$ cat src/video_input_pkg.sv
/*
  Shared constants and types for the video input sampler: counter widths,
  reset values, stream word layout, buffer depth and the capture state type.
  Assumes nothing beyond a SystemVerilog compiler.
*/
package video_input_pkg;

  // Position counters cover a total frame of up to 1023 by 1023.
  localparam int          COUNT_W     = 10;
  localparam logic [9:0]  COUNT_MAX   = 10'h3ff;
  localparam logic [9:0]  COUNT_RESET = 10'h000;

  // Lanes and stream word layout: {top field, luma, chroma}.
  localparam int          LANE_W      = 8;
  localparam int          WORD_W      = 17;
  localparam int          TOP_BIT     = 16;
  localparam int          LUMA_LSB    = 8;
  localparam int          CHROMA_LSB  = 0;
  localparam logic [16:0] WORD_RESET  = 17'h00000;

  // Synchronised pin bundle layout.
  localparam int          PIN_W       = 21;
  localparam int          PIN_VID_CLK = 20;
  localparam int          PIN_QUAL    = 19;
  localparam int          PIN_HS      = 18;
  localparam int          PIN_VS      = 17;
  localparam int          PIN_PARITY  = 16;
  localparam int          PIN_LUMA    = 8;
  localparam int          PIN_CHROMA  = 0;

  localparam int          FIFO_DEPTH  = 4;

  // Source clock limits, kept for reference; neither the bench nor the source model uses them.
  localparam real         VIDEO_CLK_MIN_MHZ = 24.0;
  localparam real         VIDEO_CLK_MAX_MHZ = 30.0;

  typedef enum logic [1:0] {
    st_hunt   = 2'b01,
    st_locked = 2'b10
  } frame_state_type;

endpackage : video_input_pkg

$ cat src/pixel_stream_if.sv
/*
  Valid/ready stream carrier between the sampler and its output buffer.
  Assumes both ends sit on the same clock.
*/
`timescale 1ns/10ps
`default_nettype none
interface pixel_stream_if #(parameter int W = 17);
  logic         valid;
  logic         ready;
  logic [W-1:0] data;

  modport source (output valid, output data, input ready);
  modport sink   (input valid, input data, output ready);
endinterface : pixel_stream_if
`default_nettype wire

$ cat src/pin_sync.sv
/*
  Two-flop synchroniser for a bundle of pins.
  Assumes the pins change slowly relative to the clock, so bundle skew of one
  cycle between bits is harmless.
*/
`timescale 1ns/10ps
`default_nettype none
module pin_sync #(parameter int W = 21) (
  // Clock and reset.
  input  wire logic         clk_sys,
  input  wire logic         rst,
  // Pins in, synchronised copy out.
  input  wire logic [W-1:0] d,
  output var  logic [W-1:0] q
);
  logic [W-1:0] meta;

  always_ff @(posedge clk_sys or posedge rst) begin
    if (rst) begin
      meta <= '0;
      q    <= '0;
    end else begin
      meta <= d;
      q    <= meta;
    end
  end
endmodule : pin_sync
`default_nettype wire

$ cat src/pixel_fifo.sv
/*
  Small shift-register FIFO; the head entry and its valid bit are flops, so
  the drain side sees registered outputs.
  Assumes one clock for both sides. A push is refused while the last slot is
  occupied, even if a pop happens in the same cycle.
*/
`timescale 1ns/10ps
`default_nettype none
module pixel_fifo #(
  parameter int W     = 17,
  parameter int DEPTH = 4
) (
  // Clock and reset.
  input  wire logic    clk_sys,
  input  wire logic    rst,
  // Fill and drain sides.
  pixel_stream_if.sink   fill,
  pixel_stream_if.source drain
);
  logic [W-1:0] mem      [DEPTH];
  logic [W-1:0] next_mem [DEPTH];
  logic [DEPTH-1:0] vld;
  logic [DEPTH-1:0] next_vld;
  logic pop;
  logic push;
  logic placed;

  assign fill.ready  = !vld[DEPTH-1];
  assign drain.valid = vld[0];
  assign drain.data  = mem[0];
  assign pop  = vld[0] && drain.ready;
  assign push = fill.valid && !vld[DEPTH-1];

  always_comb begin
    placed = 1'b0;
    for (int i = 0; i < DEPTH; i++) begin
      next_mem[i] = mem[i];
      next_vld[i] = vld[i];
    end
    if (pop) begin
      for (int i = 0; i < DEPTH - 1; i++) begin
        next_mem[i] = mem[i+1];
        next_vld[i] = vld[i+1];
      end
      next_vld[DEPTH-1] = 1'b0;
    end
    for (int i = 0; i < DEPTH; i++) begin
      if (push && !placed && !next_vld[i]) begin
        next_vld[i] = 1'b1;
        next_mem[i] = fill.data;
        placed      = 1'b1;
      end
    end
  end

  always_ff @(posedge clk_sys or posedge rst) begin
    if (rst) begin
      vld <= '0;
      for (int i = 0; i < DEPTH; i++) begin
        mem[i] <= '0;
      end
    end else begin
      vld <= next_vld;
      for (int i = 0; i < DEPTH; i++) begin
        mem[i] <= next_mem[i];
      end
    end
  end
endmodule : pixel_fifo
`default_nettype wire

$ cat src/video_input_sampler.sv
/*
  Capture front end for a YUV 4:2:2 video input: qualified sampling, line and
  pixel counting from selectable sync edges, window cropping, field identity.
  Assumes the video pins are asynchronous to clk_sys and that clk_sys runs
  well above the double-rate video clock, so every edge is seen; the
  configuration ports come from logic on clk_sys and are held steady.
*/
// Overview of operation
// Lanes and syncs are taken only on qualified rising edges of the video clock.
// Qualifier polarity one samples with qualifier high; zero samples with it low.
// The source keeps the double-rate clock between 24.0 and 30.0 MHz; the bench source model runs it at 3.125 MHz.
// External parity enable picks the parity pin, else syncs give field identity.
// From the pin, top field is the pin level equal to the upper parity level.
// Internally, line sync level at the frame sync edge matching upper level means top.
// Capture starts at the line whose count from frame sync equals the first line count.
// Capture stops after the line whose count equals the last line count.
// First captured pixel is at the first pixel count from the line sync edge.
// Last captured pixel is at the last pixel count from the line sync edge.
// Line sync edge select one counts pixels from the falling edge, else rising.
// Frame sync edge select one counts lines from the falling edge, else rising.
// Pixel and line counters are ten bits and cover up to 1023.
// Any window from 32 by 32 to 1023 by 1023 is supported, step one.
// Counters clear on their sync edges; capture flags only inside both ranges.
`timescale 1ns/10ps
`default_nettype none
module video_input_sampler
  import video_input_pkg::*;
(
  // Clock and reset.
  input  wire logic              clk_sys,
  input  wire logic              rst,
  // Video source pins.
  input  wire logic              double_rate_video_clock,
  input  wire logic              sample_qualifier,
  input  wire logic [LANE_W-1:0] luma_lanes,
  input  wire logic [LANE_W-1:0] chroma_lanes,
  input  wire logic              line_sync,
  input  wire logic              frame_sync,
  input  wire logic              parity_indicator_pin,
  // Configuration.
  input  wire logic              qualifier_polarity,
  input  wire logic              external_parity_enable,
  input  wire logic              upper_parity_level,
  input  wire logic              line_sync_edge_select,
  input  wire logic              frame_sync_edge_select,
  input  wire logic [COUNT_W-1:0] first_line_count,
  input  wire logic [COUNT_W-1:0] last_line_count,
  input  wire logic [COUNT_W-1:0] first_pixel_count,
  input  wire logic [COUNT_W-1:0] last_pixel_count,
  // Status.
  output var  logic              capture_active,
  output var  logic              field_top,
  output var  logic              overflow,
  // Captured pixel stream.
  input  wire logic              pixel_ready,
  output var  logic              pixel_valid,
  output var  logic [LANE_W-1:0] pixel_luma,
  output var  logic [LANE_W-1:0] pixel_chroma,
  output var  logic              pixel_top
);

  // An edge is active when it goes the way the select bit asks.
  function automatic logic active_edge(input logic falling, input logic last,
                                       input logic now);
    active_edge = falling ? (last && !now) : (!last && now);
  endfunction : active_edge

  // Counters saturate so a missing sync cannot wrap into the window.
  function automatic logic [COUNT_W-1:0] bump(input logic [COUNT_W-1:0] c);
    bump = (c == COUNT_MAX) ? COUNT_MAX : c + 10'h001;
  endfunction : bump

  // Both range ends are inclusive, so a window one pixel wide is legal.
  function automatic logic in_range(input logic [COUNT_W-1:0] c,
                                    input logic [COUNT_W-1:0] lo,
                                    input logic [COUNT_W-1:0] hi);
    in_range = (c >= lo) && (c <= hi);
  endfunction : in_range

  logic [PIN_W-1:0]   pins_s;
  logic               vid_clk_now;
  logic               qual_now;
  logic               hs_now;
  logic               vs_now;
  logic               par_now;
  logic               pix_evt;
  logic               h_edge;
  logic               v_edge;
  logic               win;

  frame_state_type    state;
  frame_state_type    next_state;
  logic               vid_clk_last;
  logic               hs_last;
  logic               next_hs_last;
  logic               vs_last;
  logic               next_vs_last;
  logic [COUNT_W-1:0] line_cnt;
  logic [COUNT_W-1:0] next_line_cnt;
  logic [COUNT_W-1:0] pixel_cnt;
  logic [COUNT_W-1:0] next_pixel_cnt;
  logic               next_field_top;
  logic               next_capture_active;
  logic               push_valid;
  logic               next_push_valid;
  logic [WORD_W-1:0]  push_word;
  logic [WORD_W-1:0]  next_push_word;
  logic               next_overflow;

  pixel_stream_if #(.W(WORD_W)) fill_bus ();
  pixel_stream_if #(.W(WORD_W)) drain_bus ();

  pin_sync #(.W(PIN_W)) u_sync (
    .clk_sys (clk_sys),
    .rst     (rst),
    .d       ({double_rate_video_clock, sample_qualifier, line_sync, frame_sync,
               parity_indicator_pin, luma_lanes, chroma_lanes}),
    .q       (pins_s)
  );

  assign vid_clk_now = pins_s[PIN_VID_CLK];
  assign qual_now    = pins_s[PIN_QUAL];
  assign hs_now      = pins_s[PIN_HS];
  assign vs_now      = pins_s[PIN_VS];
  assign par_now     = pins_s[PIN_PARITY];

  // The qualifier is sampled together with the clock, so board skew between
  // them only matters if it exceeds half a video clock.
  assign pix_evt = vid_clk_now && !vid_clk_last
                   && (qual_now == qualifier_polarity);
  assign h_edge  = active_edge(line_sync_edge_select, hs_last, hs_now);
  assign v_edge  = active_edge(frame_sync_edge_select, vs_last, vs_now);

  always_comb begin
    next_state          = state;
    next_hs_last        = hs_last;
    next_vs_last        = vs_last;
    next_line_cnt       = line_cnt;
    next_pixel_cnt      = pixel_cnt;
    next_field_top      = field_top;
    next_capture_active = capture_active;
    next_push_valid     = 1'b0;
    next_push_word      = push_word;
    win                 = 1'b0;
    if (pix_evt) begin
      next_hs_last = hs_now;
      next_vs_last = vs_now;
      // A frame edge wins over a line edge in the same sample, so the line
      // that opens with the frame edge is line zero. Sync edges are only seen
      // between two qualified samples, never on the unqualified slot.
      if (v_edge) begin
        next_line_cnt = COUNT_RESET;
        next_state    = st_locked;
        if (!external_parity_enable) begin
          next_field_top = (hs_now == upper_parity_level);
        end
      end else if (h_edge) begin
        next_line_cnt = bump(line_cnt);
      end
      if (h_edge) begin
        next_pixel_cnt = COUNT_RESET;
      end else begin
        next_pixel_cnt = bump(pixel_cnt);
      end
      if (external_parity_enable) begin
        next_field_top = (par_now == upper_parity_level);
      end
      case (next_state)
        st_hunt:   win = 1'b0;
        st_locked: win = in_range(next_line_cnt, first_line_count,
                                  last_line_count)
                         && in_range(next_pixel_cnt, first_pixel_count,
                                     last_pixel_count);
        default:   win = 1'b0;
      endcase
      next_capture_active = win;
      next_push_valid     = win;
      next_push_word      = {next_field_top, pins_s[PIN_LUMA +: LANE_W],
                             pins_s[PIN_CHROMA +: LANE_W]};
    end
    // A pixel the buffer cannot take is dropped and flagged for one cycle.
    // The source cannot be held off, so dropping is the only way out.
    next_overflow = push_valid && !fill_bus.ready;
  end

  always_ff @(posedge clk_sys or posedge rst) begin
    if (rst) begin
      state          <= st_hunt;
      vid_clk_last   <= 1'b0;
      hs_last        <= 1'b0;
      vs_last        <= 1'b0;
      line_cnt       <= COUNT_RESET;
      pixel_cnt      <= COUNT_RESET;
      field_top      <= 1'b0;
      capture_active <= 1'b0;
      push_valid     <= 1'b0;
      push_word      <= WORD_RESET;
      overflow       <= 1'b0;
    end else begin
      state          <= next_state;
      vid_clk_last   <= vid_clk_now;
      hs_last        <= next_hs_last;
      vs_last        <= next_vs_last;
      line_cnt       <= next_line_cnt;
      pixel_cnt      <= next_pixel_cnt;
      field_top      <= next_field_top;
      capture_active <= next_capture_active;
      push_valid     <= next_push_valid;
      push_word      <= next_push_word;
      overflow       <= next_overflow;
    end
  end

  assign fill_bus.valid = push_valid;
  assign fill_bus.data  = push_word;

  pixel_fifo #(.W(WORD_W), .DEPTH(FIFO_DEPTH)) u_fifo (
    .clk_sys (clk_sys),
    .rst     (rst),
    .fill    (fill_bus.sink),
    .drain   (drain_bus.source)
  );

  // Buffer head and valid bit are flops inside the buffer.
  assign drain_bus.ready = pixel_ready;
  assign pixel_valid     = drain_bus.valid;
  assign pixel_top       = drain_bus.data[TOP_BIT];
  assign pixel_luma      = drain_bus.data[LUMA_LSB +: LANE_W];
  assign pixel_chroma    = drain_bus.data[CHROMA_LSB +: LANE_W];
endmodule : video_input_sampler
`default_nettype wire

$ cat config.mk
export PLATFORM = sky130hd
export DESIGN_NAME = video_input_sampler
export DESIGN_NICKNAME = d
export VERILOG_FILES = /design/src/video_input_pkg.sv /design/src/pixel_stream_if.sv /design/src/pin_sync.sv /design/src/pixel_fifo.sv /design/src/video_input_sampler.sv
export SDC_FILE = /design/constraint.sdc
export NUM_CORES = 1
export LEC_CHECK = 0
export BUFFER_PORTS_ARGS = -buffer_cell sky130_fd_sc_hd__buf_4
export CAP_MARGIN = 10
export CORE_ASPECT_RATIO = 0.9
export CORE_MARGIN = 2
export CORE_UTILIZATION = 30
export CTS_CLUSTER_SIZE = 14
export DETAILED_ROUTE_END_ITERATION = 12
export GPL_TIMING_DRIVEN = 1
export PLACE_DENSITY = 0.52
export SYNTH_ARGS = -nofsm -noshare
export SYNTH_HDL_FRONTEND = slang
export SYNTH_HIERARCHICAL = 1
export SYNTH_SLANG_ARGS = --single-unit
$ cat constraint.sdc
create_clock -name clk_sys -period 5.75 [get_ports clk_sys]
set_input_delay 0.8625 -clock clk_sys [delete_from_list [all_inputs] [get_ports clk_sys]]
set_output_delay 0.8625 -clock clk_sys [all_outputs]
set_load 0.02 [all_outputs]
# Word level (Yosys, flattened, before mapping)
# Cells that the tools add are included.
# totals
output_inout_bits,21
wordCells,92
regBits,160
# op_classes
n_reduce_logical,35
muxes,27
add_sub_neg,2
order_cmp,4
n_eq_ne,6
# op_table
op,count
$mux 10,7
$mux 17,3
$mux 51,1
$add 10x1->10 const B,2
$eq 10x10->1 const B,2
$ge 10x10->1,2
$le 10x10->1,2
$logic_and 1x1->1,19
$logic_not 1->1,13
$mux 1,13
$reduce_bool 2->1,3
$mux 2,2
$mux 4,1
$eq 1x1->1,3
$eq 2x2->1 const B,1

# Longest topological paths before layout
# Gate-level depths: netlist (run 1).
# depth
word_depth,17
depth_mapped,13
ltp_nobuf,12

# By module
# The synthesis (run 1) kept the hierarchy.
# modules_own_cells
module,instances,seq_area_each_um2,area_per_inst_um2,cells_each
pixel_fifo,1,1801.7,3727.3,246
video_input_sampler,1,1127.3,3413.3,407
pin_sync,1,1051.0,1054.8,43

# Worst setup path before layout (run 1)
# OpenSTA, ideal clock, no wires.
# synth_timing
path_type,in2reg
from,input line_sync_edge_select
to,register capture_active
required_ns,5.655
arrival_ns,3.306
path_stages,12
path_slack_ns,2.349
path_buffers,1
path_cell_list,or3b_1 buf_6 a211oi_4 and2_1 xnor2_1 a21oi_1 ha_1 nand3_1 nor3_1 o2111ai_1 a211o_1 o31ai_1
# synth_via
elab_chain_len,8
elab_cells_between_ends,14
# synth_lines
element,line,rtl
from (decl),video_input_sampler.sv:44,"input wire logic line_sync_edge_select,"
$mux 1 *,video_input_sampler.sv:65,active_edge = falling ? (last && !now) : (!last && now);
$mux 10,video_input_sampler.sv:157,end else if (h_edge) begin
$mux 10,video_input_sampler.sv:151,if (v_edge) begin
$mux 10,video_input_sampler.sv:145,if (pix_evt) begin
$ge 10x10->1 / $le 10x10->1 (equally long branches),video_input_sampler.sv:77,in_range = (c >= lo) && (c <= hi);
$logic_and 1x1->1,video_input_sampler.sv:77,
$logic_and 1x1->1 *,video_input_sampler.sv:172,"&& in_range(next_pixel_cnt, first_pixel_count,"
$mux 1 *,video_input_sampler.sv:168,case (next_state)
to (signal assigned),video_input_sampler.sv:207,capture_active <= next_capture_active;
to (decl),video_input_sampler.sv:51,"output var logic capture_active,"
# Mark *: on every way between the ends. The rest lies on a longest branch, timed or not. The select of a mux whose other input is x is not followed.
# A chain may end at the register's enable or synchronous reset.

# Worst setup path after layout (run 1)
# Ends and elaborated chain as after synthesis.

==> summary.txt, run 1 <==
Outcome
  – Run status: completed

Floorplanning
  – Initial Utilization: 0.3040
  – Die width: between 150 and 200 um
  – Core ar.: around 27000 sq um
  – Die Y: between 150 and 200 um
  – Rows: 57
  – Die area: roughly 29000 sq um
  – I/O pin count: 90

Synthesis
  – Post-Synth Simple-Gate Area: 0.09053
  – Fraction of registers with async set or reset after synthesis: 1.000
  – Synth Instances: a little under 700
  – Syn_area_per_cell: 11.77 sq um
  – Register area share after synthesis: 0.4856
  – Seq cells post-synth: approximately 160
  – Xor/xnor cell area share of the yosys netlist: 0.01496
  – Syn. warnings: 6
  – Top FF cell, synth: dfrtp_1
  – Netlist cell types: 64
  – Compound-Gate Fraction of Synth Area: 0.09298
  – Synth Area in Adders: 0.06412
  – Largest family of logic cells by synthesized area: multiplexers
  – Synthesized area: between 8000 and 9000 sq um
  – Post-synth EDFFs: 0
  – Synthesized Nets: between 800 and 900
  – Mux contribution to synthesized area: 0.1847

Setup path
  – CP endpoint kind: register
  – Required time of the critical path: 6.08 ns
  – Worst Path Arrival: about 3.9 ns
  – Crit Path Class: input port to register
  – Critical-path maximum fanout: 17
  – Startpoint types: input port

Global routing
  – Gr ovfl total: 0
  – Initial antenna violation count: 0
  – Largest net degree at the start of global routing: 73
  – Gr usage total: 0.1244
  – Vias in the first global route: 5261
  – Global-route wire length before repair: 27980 um

Detailed routing
  – Routed wire length: around 17000 um
  – Routed Antenna Nets: 0
  – DR vias/cell: around 4.5
  – Drt wl/cell: 14.79 um
  – DRC viols: 0
  – Number of DRC markers in iteration 0: ~240
  – Via count: ~5000
  – DR pass1 iterations: 4

STA
  – Tcrit/Tclk final: 0.6132
  – Layout Skew: around 0.013 ns
  – Post-Route Setup TNS: 0 ns
  – Worst slew margin: 0.3057
  – Fin. max-slew vios: 0
  – Final Hold Fails: 0
  – Unrepaired setup endpoints after global routing: no
  – Worst-Margin Slew: 1.040 ns
  – Fmax: about 0.28 GHz
  – Min Clock Period, post-route: 3.526 ns
  – Setup violators final: 0

Layout
  – Area Growth Syn to Fin: 16.47%
  – FF+latch area: approximately 4000 sq um
  – Share of cells above drive strength 1: 0.3316
  – Finished Layout Cells: 1126
  – Fillcell total: 2744
  – Final net count: 870
  – Commonest cells after routing, fill and taps aside: 158 x dfrtp_1, 93 x buf_4, 85 x mux2_2, 79 x nand2_1, 45 x inv_1
  – Commonest non-fill, non-tap cell in the layout: dfrtp_1
  – Multi-input combinational cell area: 3672 sq um
  – Ant. Diodes: 0

CTS
  – Setup bufs post-CTS: 0
  – PostCTS Resize Cnt: 0
  – Worst-Skew Late Latency: 0.43 ns
  – CTS tree: yes
  – Clock buffer depth: 2
  – CTS Root Cell: clkbuf_16
  – H-tree depth: 4
  – CTS buffer count: 17
  – CTS Hold Buffers Added: 0
  – CTS Sinks: 159
  – Clock slew at reported path FFs: ~0.070 ns

Min path
  – Hold crit path type: register to register

Power
  – Max VDD drop: approximately 0.18 mV
  – LEAKAGE: around 4.8 nW
  – Power Total: approximately 2.6 mW
  – Pwr/cell area: 275.9 nW/um^2

Placed design
  – Routability congestion estimate: 0.8254
  – Port Buffer Count: ~90
  – Placed Cells: between 1000 and 1500
  – Hpwl dp: 11550 um

Run
  – Max-Cap Viols: 0
critical path: stages:
cell and delay [ns]:
buf_4 0.11, or3b_1 0.49, nand2_1 0.52, a21oi_1 0.14, a311oi_1 0.53, ha_1 0.20, nand4_1 0.09, nor3_1 0.21
o2111ai_1 0.13, a211o_1 0.33, o31ai_1 0.24
state kept, by name, indices dropped and copies added, names as in the netlist, 2 cells and up:
name,cells
pixel_cnt,10
u_sync/meta,21
line_cnt,10
u_fifo/drain.data,17
state,2
u_fifo/vld,4
u_fifo/mem,51
u_sync/q,21
fill_bus.data,16
synth_stat cells, types with 2 or more instances:
library cell,n,share of area
dfrtp_1,158,0.48
mux2_2,85,0.12
nand2_1,79,0.036
inv_1,48,0.022
ha_1,42,0.064
a21oi_1,38,0.023
mux2_4,29,0.053
buf_4,18,0.016
nor2_1,16,0.0073
clkbuf_1,15,0.0069
buf_6,12,0.016
mux2_1,9,0.012
nand3_1,9,0.0055
o21ai_0,9,0.0055
a21o_1,8,0.0073
nand2b_1,8,0.0061
nand4_1,8,0.0061
nor3_1,8,0.0049
o22a_1,8,0.0085
xnor2_1,8,0.0085
xor2_1,6,0.0064
a31oi_1,5,0.0038
nor2b_1,4,0.0031
o211ai_1,4,0.0037
o21a_1,4,0.0037
a211oi_1,3,0.0027
and3_1,3,0.0023
and4_1,3,0.0032
o2111ai_1,3,0.0032
o31ai_1,3,0.0027
a211o_1,2,0.0021
a311oi_1,2,0.0021
a31o_2,2,0.0021
and2_1,2,0.0015
buf_1,2,0.00092
mux2i_1,2,0.0024
nand3b_1,2,0.0018
nor3b_2,2,0.0031
o221ai_1,2,0.0021
routing by layer:
layer	vias up	part of all wire	GRT usage	routed length, um
li1	2545	-	-	-
met1	2448	0.51	0.1825	8498
met2	98	0.43	0.1816	7225
met3	10	0.046	0.03101	764
met4	0	0.0097	0.03363	161
met5	-	0	0	0
layout make-up:
cell class,instances,area share
Inverter,48,0.01888
Tap cell,354,0.04640
Clock buffer,17,0.04457
Sequential cell,159,0.4170
Multi-Input combinational cell,440,0.3847
Clock inverter,15,0.01534
Timing Repair Buffer,93,0.07314
metrics by stage:
step	hold WS (ns)	worst slack (ns)	utilization	area (sq um)
after global routing	0.3564	1.957	0.3541	9545
after global placement	0.3322	1.905	0.3329	8974
after CTS	0.3456	2.255	0.3541	9545
after floorplan	0.3312	2.349	-	8195
after detailed placement	0.3347	1.792	0.3329	8974
final	0.3474	2.224	0.3541	9545
cells by family (layout without fill, tap and decap cells):
family                   Yosys count  count (layout)
AO/OA/AOI/OAI                    107             107
buffers and inverters             97             173
flip-flops                       159             159
multiplexers                     125             125
adder cells (fa/ha/maj)           42              42
XOR/XNOR                          14              14
AND/OR/NAND/NOR                  152             152
power by group:
group | internal, mW | leakage [nW] | switching, mW
registers | 1.18 | 2.08 | 0.0677
clock network | 0.575 | 0.273 | 0.518
logic | 0.132 | 2.49 | 0.162
total | 1.89 | 4.84 | 0.748
path summary, 6_finish.rpt:
kind,start,endpoint,slack [ns],cells after the start
hold reg to reg,u_sync/meta[15],u_sync/q[15],0.35,0
min in group asynchronous,rst,u_sync/meta[13],0.65,2
setup reg to reg,u_sync/q[18],capture_active,2.32,10
setup / recovery,line_sync_edge_select,capture_active,2.22,11
hold / removal,u_sync/meta[15],u_sync/q[15],0.35,0
max in group asynchronous,rst,u_fifo/mem[47],4.37,3
No activity file was read; power rests on OpenSTA's default activity.
==> run 2: changes to the inputs <==
--- a/config.mk
+++ b/config.mk
@@ -13,7 +13,7 @@
 export CTS_CLUSTER_SIZE = 14
 export DETAILED_ROUTE_END_ITERATION = 12
 export GPL_TIMING_DRIVEN = 1
-export PLACE_DENSITY = 0.52
+export PLACE_DENSITY = 0.54
 export SYNTH_ARGS = -nofsm -noshare
 export SYNTH_HDL_FRONTEND = slang
 export SYNTH_HIERARCHICAL = 1
==> constraint.sdc (replaced) <==
create_clock -name clk_sys -period 3.18 [get_ports clk_sys]
set_input_delay 0.477 -clock clk_sys [delete_from_list [all_inputs] [get_ports clk_sys]]
set_output_delay 0.477 -clock clk_sys [all_outputs]
set_load 0.02 [all_outputs]
==> summary.txt, run 2 (synthesis results as in run 1) <==
CTS
  – CTS buffer count: 17 (unchanged)
  – CTS Hold Buffers Added: 0 (unchanged)
  – Setup bufs post-CTS: 0 (unchanged)
  – Worst-Skew Late Latency: 0.44 ns (was 0.43 ns)
  – Clock slew at reported path FFs: 0.08 ns (was 0.07 ns)
  – CTS Root Cell: clkbuf_16 (unchanged)
  – H-tree depth: 4 (unchanged)
  – CTS Sinks: 159 (unchanged)
  – CTS tree: yes (unchanged)
  – PostCTS Resize Cnt: 0 (unchanged)
  – Clock buffer depth: 2 (unchanged)

Setup path
  – CP endpoint kind: register (unchanged)
  – Startpoint types: register (was input port)
  – Crit path from: hs_last (was line_sync_edge_select)
  – Worst Path Arrival: 3.34 ns (was 3.85 ns)
  – Crit Path Class: register to register (was input port to register)
  – R2r startpoint: hs_last (was u_sync/q[18])
  – CP cell instances: or3b_4, a211oi_4, and3_1, xnor2_1, a21oi_1, ha_1, nand3_1, nor3_2, o2111ai_1, a211o_1, o31ai_2 (was buf_4, or3b_1, nand2_1, a21oi_1, a311oi_1, ha_1, nand4_1, nor3_1, o2111ai_1, a211o_1, o31ai_1)
  – Required time of the critical path: 3.52 ns (was 6.08 ns)
  – Worst path slowest cell: or3b_4 (was a311oi_1)
  – Critical-path maximum fanout: 6 (was 17)
  – Largest stage delay, worst path: 0.46 ns (was 0.53 ns)

Layout
  – FF+latch area: 3980 sq um (unchanged)
  – Fin util: 0.3647 (was 0.3541)
  – Largest regs: u_fifo/mem (51), u_sync/meta (21), u_sync/q (21) (unchanged)
  – Commonest cells after routing, fill and taps aside: 158 x dfrtp_1, 123 x buf_4, 85 x mux2_2, 79 x nand2_1, 45 x inv_1 (was 158 x dfrtp_1, 93 x buf_4, 85 x mux2_2, 79 x nand2_1, 45 x inv_1)
  – Register bank with the most flops: u_fifo/mem (unchanged)
  – Multi-input combinational cell area: 3685 sq um (was 3672 sq um)
  – Final net count: 900 (was 870)
  – Share of cells above drive strength 1: 0.3603 (was 0.3316)
  – Fin area: 9832 sq um (was 9545 sq um)
  – Number of flip-flops in the largest register: 51 (unchanged)
  – Area Growth Syn to Fin: 19.97% (was 16.47%)
  – Commonest non-fill, non-tap cell in the layout: dfrtp_1 (unchanged)
  – Ant. Diodes: 0 (unchanged)
  – Fillcell total: 2723 (was 2744)

Detailed routing
  – Routed Antenna Nets: 0 (unchanged)
  – Drt wl/cell: 14.73 um (was 14.79 um)
  – Number of DRC markers in iteration 0: 270 (was 238)
  – DR pass1 iterations: 5 (was 4)
  – DRC viols: 0 (unchanged)
  – Via count: 5237 (was 5101)
  – Routed wire length: 17030 um (was 16650 um)
  – DR vias/cell: 4.530 (about the same)

Floorplanning
  – Die Y: 160.8 um (unchanged)
  – Initial Utilization: 0.3040 (unchanged)
  – Core ar.: 26960 sq um (unchanged)
  – I/O pin count: 90 (unchanged)
  – Rows: 57 (unchanged)
  – Die area: 28660 sq um (unchanged)
  – Die width: 178.2 um (unchanged)

Run
  – Max-Cap Viols: 0 (unchanged)

Global routing
  – Vias in the first global route: 5450 (was 5261)
  – Global-route wire length before repair: 28590 um (was 27980 um)
  – Gr ovfl total: 0 (unchanged)
  – Gr usage total: 0.1279 (was 0.1244)
  – Initial antenna violation count: 0 (unchanged)
  – Largest net degree at the start of global routing: 55 (was 73)

STA
  – Fin. max-slew vios: 0 (unchanged)
  – Layout Skew: 0.01528 ns (was 0.01261 ns)
  – Tcrit/Tclk final: 0.9428
  – Setup violators final: 0 (unchanged)
  – Worst slew margin: 0.3201 (was 0.3057)
  – Worst-Margin Slew: 1.018 ns (was 1.040 ns)
  – Post-Route Setup TNS: 0 ns (unchanged)
  – Unrepaired setup endpoints after global routing: no (unchanged)
  – Min Clock Period, post-route: 2.998 ns
  – Fmax: 0.3335 GHz
  – Final Hold Fails: 0 (unchanged)

Placed design
  – Hpwl dp: 11820 um (was 11550 um)
  – Routability congestion estimate: 0.7759 (was 0.8254)
  – Port Buffer Count: 89 (unchanged)
  – DP Area: 9199 sq um (was 8974 sq um)

Min path
  – Hold crit path type: input port to asynchronous set/reset pin (was register to register)

Outcome
  – Run status: completed (unchanged)

Power
  – Pwr/cell area: 506.3 nW/um^2 (was 275.9 nW/um^2)
  – Max VDD drop: 0.2511 mV (was 0.1754 mV)
  – LEAKAGE: 5.011 nW (was 4.840 nW)
==> run 2: cell types whose count changed in the layout (fill, tap and decap cells not counted), sizes merged <==
cell,delta
buf,+30
bufinv,+2
clkinv,-1
inv,-1
==> run 2: worst max-delay path: cells and delay by family (launching register included) <==
family | cells | cell delay [ns]
DFF | 1 | 0.39
adders and majority gates | 1 | 0.29
AOI/OAI and AO/OA | 5 | 1.08
and+or+nand+nor | 4 | 1.01
xor gates and xnor gates | 1 | 0.13
==> run 2: area by class of cell <==
class                      count  area share
sequential                   159      0.4048
multi-input combinational    440      0.3748
timing repair buffer         123     0.09392
tap                          354     0.04505
clock buffer                  17     0.04327
clock inverter                15     0.01985
inverter                      48     0.01833
==> run 2: metrics by stage <==
| step | setup WS, ns | power [mW] | hold WS, ns | instances |
|---|---|---|---|---|
| finish | 0.1818 | 4.978 | 0.1005 | 1156 |
| global route | 0.01618 | 5.252 | 0.1290 | 1156 |
| CTS | 0.02033 | 5.069 | 0.1154 | 1156 |
| detailed placement | -0.1476 | 2.890 | 0.3347 | 1124 |
| global placement | -0.07501 | 2.884 | 0.3311 | 1124 |
| floorplan | 0.1643 | 2.619 | 0.3312 | 696 |
==> run 2: final timing paths <==
path	endpoint	slack, ns	cells past startpoint
hold / removal	u_fifo/vld[2]	0.10	2
min in group clk_sys	u_sync/meta[18]	0.15	1
setup / recovery	capture_active	0.18	11
setup reg to reg	capture_active	0.18	11
hold reg to reg	u_sync/q[7]	0.33	0
max in group asynchronous	state[1]	2.22	2
==> run 2: layer usage <==
metal,up-vias,GRT usage,wire length [um]
met5,-,0,0
met2,90,0.1950,7695
met3,11,0.02936,660
met1,2533,0.1817,8519
li1,2603,-,-
met4,0,0.03548,156
==> run 2: power breakdown <==
| part | total (mW) | leakage (nW) | switching [mW] | internal [mW] |
|---|---|---|---|---|
| clock network | 2.14 | 0.292 | 0.939 | 1.20 |
| logic | 0.583 | 2.64 | 0.307 | 0.276 |
| registers | 2.26 | 2.08 | 0.128 | 2.13 |
| total | 4.98 | 5.01 | 1.37 | 3.60 |
